--- src/cocm_pkg.sv ---
// Purpose: shared constants and types of the conversion on/off and margin control block
// Assumes: byte-wide command registers reached by command code over a transaction port
// Notes: conversion control and enable-source configuration bytes
//
// Overview of conversion_control
package cocm_pkg;
	// command codes
	localparam logic [7:0] CMD_CONV_CTRL = 8'h01;
	localparam logic [7:0] CMD_EN_CFG = 8'h02;
	// conversion control fields
	localparam int CTRL_ON_BIT = 7;
	localparam int CTRL_SOFT_BIT = 6;
	localparam int CTRL_MARGIN_HI = 5;
	localparam int CTRL_MARGIN_LO = 2;
	localparam logic [7:0] CTRL_RO_MASK = 8'h03;
	localparam logic [7:0] CTRL_RESET = 8'h00;
	// enable-source configuration fields
	localparam int CFG_PU_BIT = 4;
	localparam int CFG_CMD_BIT = 3;
	localparam int CFG_PIN_BIT = 2;
	localparam int CFG_POL_BIT = 1;
	localparam int CFG_DELAY_BIT = 0;
	localparam logic [7:0] CFG_RSVD_MASK = 8'he0;
	localparam logic [7:0] CFG_RESET = 8'h1e;
	// margin codes
	localparam logic [3:0] MRG_OFF0 = 4'h0;
	localparam logic [3:0] MRG_OFF1 = 4'h1;
	localparam logic [3:0] MRG_OFF2 = 4'h2;
	localparam logic [3:0] MRG_LOW_IGN = 4'h5;
	localparam logic [3:0] MRG_LOW_ACT = 4'h6;
	localparam logic [3:0] MRG_HIGH_IGN = 4'h9;
	localparam logic [3:0] MRG_HIGH_ACT = 4'ha;
	// target select
	localparam logic [1:0] TGT_NOMINAL = 2'h0;
	localparam logic [1:0] TGT_LOW = 2'h1;
	localparam logic [1:0] TGT_HIGH = 2'h2;
	// soft-off timing
	localparam int CLK_PERIOD_NS = 100;
	localparam int TOFF_DELAY_NS = 1000;
	localparam int TOFF_FALL_NS = 1000;
	localparam int TOFF_DELAY_CYC = (TOFF_DELAY_NS + CLK_PERIOD_NS - 1) / CLK_PERIOD_NS;
	localparam int TOFF_FALL_CYC = (TOFF_FALL_NS + CLK_PERIOD_NS - 1) / CLK_PERIOD_NS;
	localparam int TMR_W = 16;

	typedef enum logic [1:0] {
		ST_IDLE = 2'b00,
		ST_RUN = 2'b01,
		ST_SOFT = 2'b10
	} cocm_state_t;
endpackage

--- src/cocm_offtimer.sv ---
// Purpose: turn-off delay then fall ramp timing for the soft-off profile
// Assumes: start is a one-cycle pulse; abort ends the sequence at once
// Notes: done pulses the cycle the ramp reaches zero
`timescale 1ns/1ps
module cocm_offtimer
	import cocm_pkg::*;
(
	// clock and reset
	input wire logic clk_sys,
	input wire logic reset,
	// control
	input wire logic start,
	input wire logic abort,
	// status
	output logic holding,
	output logic falling,
	output logic done
);
	logic [TMR_W-1:0] cnt_reg;
	logic hold_end;
	logic fall_end;

	assign hold_end = holding && (cnt_reg == TMR_W'(TOFF_DELAY_CYC - 1));
	assign fall_end = falling && (cnt_reg == TMR_W'(TOFF_FALL_CYC - 1));

	always_ff @(posedge clk_sys) begin
		if (reset || abort) begin
			holding <= 1'b0;
			falling <= 1'b0;
			done <= 1'b0;
			cnt_reg <= '0;
		end else begin
			done <= fall_end;
			if (start) begin
				holding <= 1'b1;
				cnt_reg <= '0;
			end else if (hold_end) begin
				holding <= 1'b0;
				falling <= 1'b1;
				cnt_reg <= '0;
			end else if (fall_end) begin
				falling <= 1'b0;
				cnt_reg <= '0;
			end else if (holding || falling) begin
				cnt_reg <= cnt_reg + TMR_W'(1);
			end
		end
	end
endmodule

--- src/cocm_top.sv ---
// Purpose: conversion on/off, turn-off profile and margin state control
// Assumes: bus framing is handled outside; one command byte per transaction strobe
// Notes: analog regulation and fault detectors live outside this block
`timescale 1ns/1ps
module cocm_top
	import cocm_pkg::*;
(
	// clock and reset
	input wire logic clk_sys,
	input wire logic reset,
	// command transactions
	input wire logic cmd_valid,
	input wire logic cmd_write,
	input wire logic [7:0] cmd_code,
	input wire logic [7:0] cmd_wdata,
	output logic rsp_valid,
	output logic [7:0] rsp_rdata,
	output logic rsp_error,
	// status and host notification
	input wire logic clear_status,
	output logic invalid_flag,
	output logic alert_n,
	// pins and prerequisites
	input wire logic enable_undervoltage_pin,
	input wire logic input_power_good,
	// power stage control
	output logic conv_run,
	output logic stage_hiz,
	output logic ramp_down,
	output logic [1:0] target_sel,
	output logic fault_ignore
);
	import cocm_pkg::*;

	// ****************************************
	// registers and decode
	// ****************************************
	logic [7:0] ctrl_reg;
	logic [7:0] cfg_reg;
	cocm_state_t state_reg;
	cocm_state_t state_next;
	logic [1:0] sync0_reg;
	logic [1:0] sync1_reg;
	logic [1:0] sync2_reg;
	logic [1:0] level_reg;
	logic tmr_holding;
	logic tmr_falling;
	logic tmr_done;

	// returns {valid, ignore, target[1:0]}
	function automatic logic [3:0] margin_decode(input logic [3:0] code);
		case (code)
			MRG_OFF0, MRG_OFF1, MRG_OFF2: margin_decode = {2'b10, TGT_NOMINAL};
			MRG_LOW_IGN: margin_decode = {2'b11, TGT_LOW};
			MRG_LOW_ACT: margin_decode = {2'b10, TGT_LOW};
			MRG_HIGH_IGN: margin_decode = {2'b11, TGT_HIGH};
			MRG_HIGH_ACT: margin_decode = {2'b10, TGT_HIGH};
			default: margin_decode = {2'b00, TGT_NOMINAL};
		endcase
	endfunction

	wire [3:0] cur_margin = margin_decode(ctrl_reg[CTRL_MARGIN_HI:CTRL_MARGIN_LO]);
	wire [3:0] new_margin = margin_decode(cmd_wdata[CTRL_MARGIN_HI:CTRL_MARGIN_LO]);
	wire wr_ctrl = cmd_valid && cmd_write && (cmd_code == CMD_CONV_CTRL);
	wire wr_cfg = cmd_valid && cmd_write && (cmd_code == CMD_EN_CFG);
	wire mapped = (cmd_code == CMD_CONV_CTRL) || (cmd_code == CMD_EN_CFG);
	wire ctrl_ok = new_margin[3];
	wire cfg_ok = (cmd_wdata & CFG_RSVD_MASK) == 8'h00;
	wire bad_write = (wr_ctrl && !ctrl_ok) || (wr_cfg && !cfg_ok)
		|| (cmd_valid && !mapped);
	wire [7:0] rd_value = (cmd_code == CMD_CONV_CTRL) ? ctrl_reg :
		(cmd_code == CMD_EN_CFG) ? cfg_reg : 8'h00;

	// ****************************************
	// pin synchroniser
	// ****************************************
	// a level changes only once the second and third stages agree
	always_ff @(posedge clk_sys) begin
		if (reset) begin
			sync0_reg <= 2'h0;
			sync1_reg <= 2'h0;
			sync2_reg <= 2'h0;
			level_reg <= 2'h0;
		end else begin
			sync0_reg <= {input_power_good, enable_undervoltage_pin};
			sync1_reg <= sync0_reg;
			sync2_reg <= sync1_reg;
			level_reg <= (sync1_reg & sync2_reg) | (level_reg & (sync1_reg | sync2_reg));
		end
	end

	wire pin_level = level_reg[0];
	wire power_ok = level_reg[1];

	// ****************************************
	// enable source combination
	// ****************************************
	// pin honour and polarity
	wire pin_active = (pin_level == cfg_reg[CFG_POL_BIT]);
	// clear power-up bit ignores pin and bus
	wire pin_off = cfg_reg[CFG_PU_BIT] && cfg_reg[CFG_PIN_BIT] && !pin_active;
	wire cmd_off = cfg_reg[CFG_PU_BIT] && cfg_reg[CFG_CMD_BIT] && !ctrl_reg[CTRL_ON_BIT];
	// any honoured source off stops conversion
	wire want_on = !pin_off && !cmd_off;
	// immediate unless soft profile; pin-off profile from delay bit
	wire immediate_off = (cmd_off && !ctrl_reg[CTRL_SOFT_BIT])
		|| (pin_off && cfg_reg[CFG_DELAY_BIT]);

	// ****************************************
	// conversion state machine
	// ****************************************
	always_comb begin
		state_next = state_reg;
		case (state_reg)
			// start needs power and every honoured source on
			ST_IDLE: begin
				if (want_on && power_ok) begin
					state_next = ST_RUN;
				end
			end
			// stop when a honoured source turns off
			ST_RUN: begin
				if (!power_ok || (!want_on && immediate_off)) begin
					state_next = ST_IDLE;
				end else if (!want_on) begin
					state_next = ST_SOFT;
				end
			end
			// halt when the ramp reaches zero
			ST_SOFT: begin
				if (tmr_done || !power_ok) begin
					state_next = ST_IDLE;
				end
			end
			default: state_next = ST_IDLE;
		endcase
	end

	wire tmr_start = (state_reg == ST_RUN) && (state_next == ST_SOFT);
	wire tmr_abort = (state_reg == ST_SOFT) && (state_next == ST_IDLE) && !tmr_done;

	cocm_offtimer u_offtimer (
		.clk_sys(clk_sys),
		.reset(reset),
		.start(tmr_start),
		.abort(tmr_abort),
		.holding(tmr_holding),
		.falling(tmr_falling),
		.done(tmr_done)
	);

	always_ff @(posedge clk_sys) begin
		if (reset) begin
			state_reg <= ST_IDLE;
			conv_run <= 1'b0;
			stage_hiz <= 1'b1;
			ramp_down <= 1'b0;
		end else begin
			state_reg <= state_next;
			conv_run <= (state_next != ST_IDLE);
			stage_hiz <= (state_next == ST_IDLE);
			ramp_down <= tmr_falling && (state_next == ST_SOFT);
		end
	end

	// ****************************************
	// command registers and status
	// ****************************************
	// byte writes take effect at once; control resets to zero
	always_ff @(posedge clk_sys) begin
		if (reset) begin
			ctrl_reg <= CTRL_RESET;
			cfg_reg <= CFG_RESET;
		end else begin
			if (wr_ctrl && ctrl_ok) begin
				ctrl_reg <= cmd_wdata & ~CTRL_RO_MASK;
			end
			// configuration written only with valid data
			if (wr_cfg && cfg_ok) begin
				cfg_reg <= cmd_wdata;
			end
		end
	end

	// sticky invalid-data flag, a new event beats the clear
	always_ff @(posedge clk_sys) begin
		if (reset) begin
			invalid_flag <= 1'b0;
			alert_n <= 1'b1;
			rsp_valid <= 1'b0;
			rsp_rdata <= 8'h00;
			rsp_error <= 1'b0;
		end else begin
			invalid_flag <= bad_write || (invalid_flag && !clear_status);
			alert_n <= !(bad_write || (invalid_flag && !clear_status));
			rsp_valid <= cmd_valid;
			rsp_rdata <= (cmd_valid && !cmd_write) ? rd_value : 8'h00;
			rsp_error <= bad_write;
		end
	end

	// ****************************************
	// margin outputs
	// ****************************************
	// target and fault handling per margin code
	always_ff @(posedge clk_sys) begin
		if (reset) begin
			target_sel <= TGT_NOMINAL;
			fault_ignore <= 1'b0;
		end else begin
			target_sel <= cur_margin[1:0];
			fault_ignore <= cur_margin[2] && ctrl_reg[CTRL_ON_BIT];
		end
	end
endmodule

--- config.mk ---
export PLATFORM = sky130hd
export DESIGN_NAME = cocm_top
export DESIGN_NICKNAME = d
export VERILOG_FILES = /design/src/cocm_pkg.sv /design/src/cocm_offtimer.sv /design/src/cocm_top.sv
export SDC_FILE = /design/constraint.sdc
export NUM_CORES = 1
export LEC_CHECK = 0
export ABC_CLOCK_PERIOD_IN_PS = 2700
export BUFFER_PORTS_ARGS = -buffer_cell sky130_fd_sc_hd__buf_4
export CAP_MARGIN = 20
export CORE_AREA = 2 2 68 70
export DETAILED_ROUTE_END_ITERATION = 7
export DIE_AREA = 0 0 70 72
export GPL_TIMING_DRIVEN = 0
export PLACE_DENSITY = 0.82
export SYNTH_ARGS = -nofsm -noshare
export SYNTH_HDL_FRONTEND = slang
export SYNTH_SLANG_ARGS = --single-unit
--- constraint.sdc ---
create_clock -name clk_sys -period 2.7 [get_ports clk_sys]
set_input_delay 0.27 -clock clk_sys [delete_from_list [all_inputs] [get_ports clk_sys]]
set_output_delay 0.27 -clock clk_sys [all_outputs]
set_load 0.02 [all_outputs]
# [Yosys cells after proc, flatten, opt, wreduce, memory -nomap -nowiden]
# Index checks and enable logic that the tools add are counted.
# W data, S select, Z words.
[word_totals] latchBits=0 ramBits=0 memories=0 output_inout_bits=18 input_bits=23 word_cells=125 reg_bits=61 rom_bits=0
[op_classes] bitwise=7 eq_ne=19 n_reduce_logical=63 div=0 n_mux=13 order_cmp=0 multipliers=0 n_addsub=1 shift=0
[op_table] op="$logic_and A1 B1 Y1" n=26
[op_table] op="$pmux W4 S5" n=1
[op_table] op="$add A16 B1 Y16 const B" n=1
[op_table] op="$eq A16 B4 Y1 const B" n=1
[op_table] op="$eq A4 B3 Y1 const B" n=4
[op_table] op="$eq A4 B4 Y1 const B" n=4
[op_table] op="$mux W8" n=2
[op_table] op="$pmux W3 S5" n=1
[op_table] op="$logic_not A1 Y1" n=14
[op_table] op="$logic_or A1 B1 Y1" n=9
[op_table] op="$eq A4 B1 Y1 const B" n=2
[op_table] op="$eq A4 B2 Y1 const B" n=2
[op_table] op="$eq A8 B1 Y1 const B" n=1
[op_table] op="$eq A8 B2 Y1 const B" n=1
[op_table] op="$logic_not A4 Y1" n=2
[op_table] op="$logic_not A8 Y1" n=1
[op_table] op="$mux W2" n=4
[op_table] op="$reduce_or A4 Y1" n=2
[op_table] op="$pmux W2 S3" n=1
[op_table] op="$reduce_bool A2 Y1" n=3
[op_table] op="$reduce_or A3 Y1" n=2
[op_table] op="$and A2 B2 Y2" n=2
[op_table] op="$eq A2 B2 Y1 const B" n=2
[op_table] op="$logic_not A2 Y1" n=2
[op_table] op="other kinds (7)" n=13

# [Longest topological paths before layout]
# Gate-level depths: netlist of the first run.
[depth] word_depth=15 depth_mapped=7 depth_no_buf=6

# [Modules after synthesis]
# From an unflattened synthesis of the first run, not the netlist that was laid out.
[hier_totals] hier_cells=260 area_unflattened_um2=2566.2
[modules_own_cells] mod="cocm_top" cells_per_inst=159 instances=1 seq_area_each_um2=840.8 area_per_inst_um2=1676.6
[modules_own_cells] mod="cocm_offtimer" cells_per_inst=101 instances=1 seq_area_each_um2=380.4 area_per_inst_um2=889.6

# [Worst setup path after synthesis of the first run]
# No wires, ideal clock.
[synth_timing] path_type="reg2reg" from="register u_offtimer.cnt_reg[0]" to="register u_offtimer.cnt_reg[2]" path_buffers=1 arrival_ns=1.513 required_ns=2.569 path_stages_with_launch=7 path_slack_ns=1.056 setup_time_ns=0.131 period_less_slack_ns=1.644 cell_sequence="dfxtp_1 > ha_1 > nor4b_1 > nand4_1 > o2bb2ai_2 > buf_2 > nor3_1"
[synth_via] elab_chain_cells=3 elab_cells_between_ends=5 cone_classes="add/sub: 1; eq/ne: 1; reduce/logical: 3"
[synth_rtl] element="from (decl)" line="cocm_offtimer.sv:19" rtl="logic [TMR_W-1:0] cnt_reg;"
[synth_rtl] element="from (signal assigned)" line="cocm_offtimer.sv:45" rtl="cnt_reg <= cnt_reg + TMR_W'(1);"
[synth_rtl] element="branches (longest 3 deep; another with $add A16 B1 Y16)"
# Parallel ways; which one is timed is not known.
# A chain may end at the register's enable or synchronous reset.

# [Worst setup path in the final report of the first run]
# Same ends and word-level chain as after synthesis.

==> qor.yml, run 1 <==
synthTopCellsByArea: "dfxtp_1 (49%), nand3_1 (4.4%), nor3_1 (3.8%)"
netlist_area_mm2: 0.00248
netlist.area_leader.share_pct: 49.2
drive_gt1_share_pct: 20.2
start_util_pct: 58.2
io_pins: 41
cp_top_family: "simple AND/OR/NAND/NOR gates"
final_nets: 339
synth_simple_gate_area_share_pct: 24.1
p_leak_uw: 0.00109
powerDensity_mw_per_mm2: 558
synth_ff_type: "dfxtp_1"
die_y_um: 72
clock_sinks: 61
avgRoutedWirePerCell_um: 14.2
hp-class: "in -> reg"
grt_start_max_net_pins: 11
wl_mm: 5.24
status: "finished, final reports clean"
drv_slew: 0
synth_fa_ha_area_share_pct: 1.01
min_to: "invalid_flag$_SDFF_PP0_"
largest_reg_flops: 16
area_delta_synth_final_pct: 21.4
r2r_start: "u_offtimer.cnt_reg[0]$_SDFFE_PP0P_"
end_kind: "flop"
yosys_warnings: 0
worstHoldPathCells: 2
path_class: "reg -> reg"
critPathMaxStageDelay_ns: 0.44
dp_hpwl_mm: 3.74
rsz0062_at_grt: "false"
path_buf_inv: 1
drc: 0
htreeDepth: 3
synth_fp_nets: 288
crit_required_ns: 2.89
cp_cell_sequence: "ha_1 -> nor4b_1 -> nand4_1 -> o2bb2ai_2 -> buf_2 -> nor3_1"
synth-seq-cells: 61
viasPerCell: 5.94
die_x_um: 70
cp_slowest_cell: "dfxtp_1"
syn_inst: 263
max_slew_margin_pct: 50.3
synthArstFlopShare_pct: 0
cts_tree: "yes"
grt_pass1_wl_mm: 8.49
n_antenna_cell: 0
path_clk_slew_ns: 0.06
clock-root-buffer: "clkbuf_8"
tightest_slew_ns: 0.738
antenna_found_initial: 0
ys_types: 49
peakVddDrop_mv: 0.436
grt_usage_pct: 21.3
num_vias: 2192
rr_worst_depth: 6
hold_path_startpoint: "clear_status"
drt_iter0_drc: 145
ys_seq_area_share_pct: 49.2
startpoint: "u_offtimer.cnt_reg[0]$_SDFFE_PP0P_"
timing.fmax_ghz: 0.498
yosysTopAreaCell: "dfxtp_1"
num_rows: 24
muxShareOfSynthArea_pct: 0.403
crit_fanout: 10
drtAntennaViolNets: 0
synthMostInstantiatedCell: "dfxtp_1"
cp-start-kind: "flop"
grt_pass1_vias: 1920
period_needed_ns: 2.01
hold_violations: 0
core_region_area_mm2: 0.00426
r2r_end: "u_offtimer.cnt_reg[2]$_SDFFE_PP0P_"
synth-edff-count: 0
cap_violations: 0
synth_common_cells: "dfxtp_1 (61), nand3_1 (22), nor3_1 (19), nand2_1 (14), a21oi_1 (13)"
cts_hold_buf: 0
setup_viol: 0
synth_top_family_by_area: "simple AND/OR/NAND/NOR gates"
fin_util_pct: 70.6
cts_setup_buffers: 0
cts_made_buffers: 9
final.setup.tns_ns: 0
post_synth_xor_area_fraction_pct: 4.94
synth_compound_area_share_pct: 17.4
crit_arrival_ns: 2.20
gp_congestion: 0.794
postSynthAreaPerCell_um2: 9.43
cts_resized: 0
period_share_pct: 74.4
clock_path_buffers: 2
gr-total-overflow: 0
port_buffers: 40
fin_worst_skew_ns: 0.00514
die_area_mm2: 0.00504
worstSkewPairLatency_ns: 0.33
r2r_slack_ns: 0.69
dr.pass1.iters: 4
[worst max-delay path by stage]
stage | to | slack [ns] | cells past startpoint
2_1_floorplan | u_offtimer.cnt_reg[2]$_SDFFE_PP0P_ | 1.06 | 6
3_3_place_gp | u_offtimer.cnt_reg[2]$_SDFFE_PP0P_ | 0.78 | 6
3_5_place_dp | u_offtimer.cnt_reg[2]$_SDFFE_PP0P_ | 0.74 | 6
4_1_cts | u_offtimer.cnt_reg[2]$_SDFFE_PP0P_ | 0.72 | 6
5_1_grt | u_offtimer.cnt_reg[2]$_SDFFE_PP0P_ | 0.56 | 6
6_report | u_offtimer.cnt_reg[2]$_SDFFE_PP0P_ | 0.69 | 6
[where the power goes]
| part | internal, uW | leakage [uW] | total [uW] | switching [uW] |
|---|---|---|---|---|
| Combinational | 37.5 | 0.000508 | 83.3 | 45.8 |
| Clock | 370 | 0.0000881 | 687 | 317 |
| Sequential | 908 | 0.000494 | 911 | 3.06 |
[kinds of logic after synthesis]
logic type,after synthesis
flops,61
xor+xnor,14
fa+ha+maj,2
simple gates,106
mux,1
compound gates,61
buf+inv,18
[layout make-up]
| class | count | area [um^2] |
|---|---|---|
| fill | 354 | 1250 |
| sequential | 61 | 1220 |
| multi-input combinational | 184 | 1190 |
| timing repair buffer | 40 | 300 |
| clock buffer | 12 | 155 |
| tap | 52 | 65.1 |
| inverter | 10 | 37.5 |
| buffer | 8 | 35.0 |
| clock inverter | 2 | 10.0 |
[cell usage in the layout, fill, tap and decap left out, types with 4 or more instances in the layout]
| cell | n |
|---|---|
| a21oi_1 | 13 |
| a22o_1 | 6 |
| buf_2 | 4 |
| buf_4 | 40 |
| clkbuf_1 | 5 |
| clkbuf_8 | 11 |
| dfxtp_1 | 61 |
| inv_1 | 10 |
| nand2_1 | 14 |
| nand3_1 | 22 |
| nor2_1 | 9 |
| nor2b_1 | 8 |
| nor3_1 | 19 |
| nor3b_1 | 7 |
| nor4_1 | 5 |
| o21ai_0 | 12 |
| o21ai_1 | 5 |
| xnor2_1 | 7 |
| xor2_1 | 7 |
[metrics by stage]
step | total power [uW] | setup slack, ns | hold slack (ns) | std cells | instance area, um^2
floorplan | 965 | 1.06 | 0.362 | 263 | 2480
global placement | 1010 | 0.780 | 0.417 | 355 | 2850
detailed placement | 1010 | 0.736 | 0.434 | 355 | 2850
CTS | 1690 | 0.720 | 0.131 | 369 | 3010
global route | 1730 | 0.562 | 0.130 | 369 | 3010
finish | 1680 | 0.690 | 0.139 | 369 | 3010
[layer usage]
metal / track usage (%) / vias to the layer above / part of all wire [%]
met5: 0 / - / 0
met4: 11.5 / 0 / 1.7
met3: 4.58 / 8 / 5.7
met2: 34.0 / 76 / 46
met1: 27.3 / 1035 / 46
li1: - / 1073 / -
No activity file was read; power rests on OpenSTA's default activity.
==> run 2, diff against run 1 <==
- ABC_CLOCK_PERIOD_IN_PS: 2700 -> 1660
- CORE_AREA: 2 2 68 70 -> 2 2 74 76
- DIE_AREA: 0 0 70 72 -> 0 0 76 78
- PLACE_DENSITY: 0.82 -> 0.73
- clock period: 2.7 -> 1.66 ns (I/O delays scaled with it)
==> qor.yml, run 2 (synthesis gave the netlist of run 1 again) <==
hold_violations: 0  # unchanged
dp.cells: 373  # +5.1%
antenna_found_initial: 0  # unchanged
hp-class: "in -> reg"
start_util_pct: 49.2  # -9.0 points
worstSkewPairLatency_ns: 0.32  # about the same
critPathMaxStageDelay_ns: 0.44  # about the same
grt_pass1_wl_mm: 8.63  # +1.7%
cts_made_buffers: 9  # unchanged
htreeDepth: 3  # unchanged
path_class: "reg -> reg"
grt_usage_pct: 18.1  # -3.2 points
crit_arrival_ns: 1.88  # -0.32 ns
cp-start-kind: "flop"
powerDensity_mw_per_mm2: 902  # +62%
p_sw_share_pct: 21.2  # -0.57 points
met1_usage_pct: 25.5  # -1.7 points
drtAntennaViolNets: 0  # unchanged
grt_use_met3_pct: 4.19  # -0.40 points
rsz0062_at_grt: "true"
final.setup.tns_ns: 0  # unchanged
grt_pass1_vias: 1871  # -2.6%
cp_cell_sequence: "o2111ai_4 -> or2_4 -> or4_4 -> a211oi_2"
largest_reg_flops: 16  # unchanged
p_leak_uw: 0.00114  # +4.8%
setup_viol: 0  # unchanged
wl_mm: 5.22  # -0.27%
worstSetupPathDepth: 4  # -2
fin_util_pct: 63.0  # -7.6 points
cp_slowest_cell: "dfxtp_1"
period_needed_ns: 1.63  # -0.375 ns
port_buffers: 40  # unchanged
top_usage_layer: "met2"
tightest_slew_ns: 0.725  # -0.0127 ns
fin_worst_skew_ns: 0.00415  # -0.000986 ns
pre_cts_ws_ns: -0.329  # -1.06 ns
period_share_pct: 98.5  # +24 points
max_slew_margin_pct: 51.3  # +0.93 points
clock-root-buffer: "clkbuf_8"
drc: 0  # unchanged
num_vias: 2107  # -3.9%
path_clk_slew_ns: 0.06  # about the same
layout_setup_ws_ns: 0.0253  # -0.665 ns
die_x_um: 76  # +8.6%
final_nets: 343  # +1.2%
p_seq_share_pct: 51.6  # -2.6 points
io_pins: 41  # unchanged
drv_slew: 0  # unchanged
clock_sinks: 61  # unchanged
grtUsageMet2_pct: 26.6  # -7.4 points
gp_congestion: 0.826  # +4.0%
drive_gt1_share_pct: 26.6  # +6.4 points
clockPowerShare_pct: 43.8  # +2.9 points
avgRoutedWirePerCell_um: 13.3  # -6.4%
worstHoldPathCells: 2  # unchanged
die_y_um: 78  # +8.3%
num_rows: 26  # +8.3%
status: "finished, final reports clean"
internal-power_uw: 2260  # +72%
n_antenna_cell: 0  # unchanged
grt_start_max_net_pins: 11  # unchanged
die_area_mm2: 0.00593  # +18%
layout.cells.non_filler: 393  # +6.5%
crit_fanout: 5  # -5
cp_top_family: "simple AND/OR/NAND/NOR gates"
viasPerCell: 5.36  # -9.7%
crit_required_ns: 1.91  # -0.98 ns
final_common_cell: "dfxtp_1"
gr-total-overflow: 0  # unchanged
cap_violations: 0  # unchanged
power_switching_uw: 608  # +66%
clock_path_buffers: 2  # unchanged
timing.fmax_ghz: 0.612  # +23%
p_comb_share_pct: 4.7  # -0.3 points
end_kind: "flop"
dr.pass1.iters: 4  # unchanged
drt_iter0_drc: 136  # -6.2%
core_region_area_mm2: 0.00504  # +18%
dp_hpwl_mm: 3.60  # -3.6%
peakVddDrop_mv: 0.690  # +58%
final_cell_mix: "dfxtp_1 (53), buf_4 (46), nand3_1 (21), nor3_1 (19), nand2_1 (14)"
rr_worst_depth: 4  # -2
cts_tree: "yes"
path_buf_inv: 0  # -1
area_delta_synth_final_pct: 28.0
## run 2: through the flow
step	area, um^2	hold WS (ns)	total power [uW]
finish	3180	0.0387	2870
global route	3180	0.0364	2980
CTS	3110	0.0244	2900
detailed placement	2870	0.371	1650
global placement	2870	0.368	1650
floorplan	2480	0.258	1570
## run 2: per-layer routing
layer | wire length [um] | share of wire, % | vias to the layer above
li1 | - | - | 1080
met1 | 2580 | 49 | 972
met2 | 2340 | 45 | 49
met3 | 252 | 4.8 | 6
met4 | 53 | 1.0 | 0
met5 | 0 | 0 | -
## run 2: final timing paths
check                                                      endpoint                                from  slack, ns
worst max-delay path            u_offtimer.cnt_reg[15]$_SDFFE_PP0P_  u_offtimer.cnt_reg[4]$_SDFFE_PP0P_       0.03
worst min-delay path                        invalid_flag$_SDFF_PP0_                        clear_status       0.04
worst max register to register  u_offtimer.cnt_reg[15]$_SDFFE_PP0P_  u_offtimer.cnt_reg[4]$_SDFFE_PP0P_       0.03
worst min register to register              sync1_reg[0]$_SDFF_PP0_             sync0_reg[0]$_SDFF_PP0_       0.43
## run 2: area by class of cell
type,count,area [um^2]
Buffer,7,46.3
Clock buffer,11,141
Clock inverter,5,50.0
Fill cell,421,1870
Inverter,10,37.5
Multi-Input combinational cell,184,1240
Sequential cell,61,1230
Tap cell,70,87.6
Timing Repair Buffer,45,338
## run 2: worst reg2reg max path, delay by kind of cell (launching register included)
kind	cells	cell delay, ns
DFF	1	0.44
and+or+nand+nor	2	0.72
AOI/OAI and AO/OA	2	0.40
## run 2: power groups by stage
stage | clock network [uW] | logic (uW) | registers (uW)
after floorplan | 0 | 48.4 | 1520
after global placement | 0 | 133 | 1510
after detailed placement | 0 | 134 | 1510
after CTS | 1280 | 134 | 1480
after global routing | 1360 | 147 | 1480
final | 1250 | 133 | 1480
## run 2: what timing repair did
item / CTS / global route
setup endpoints to repair: 18 / 19
gates resized for setup: 9 / 15
pin swaps: 3 / 3
hold buffers: 0 / 0
buffers inserted: 2 / 3
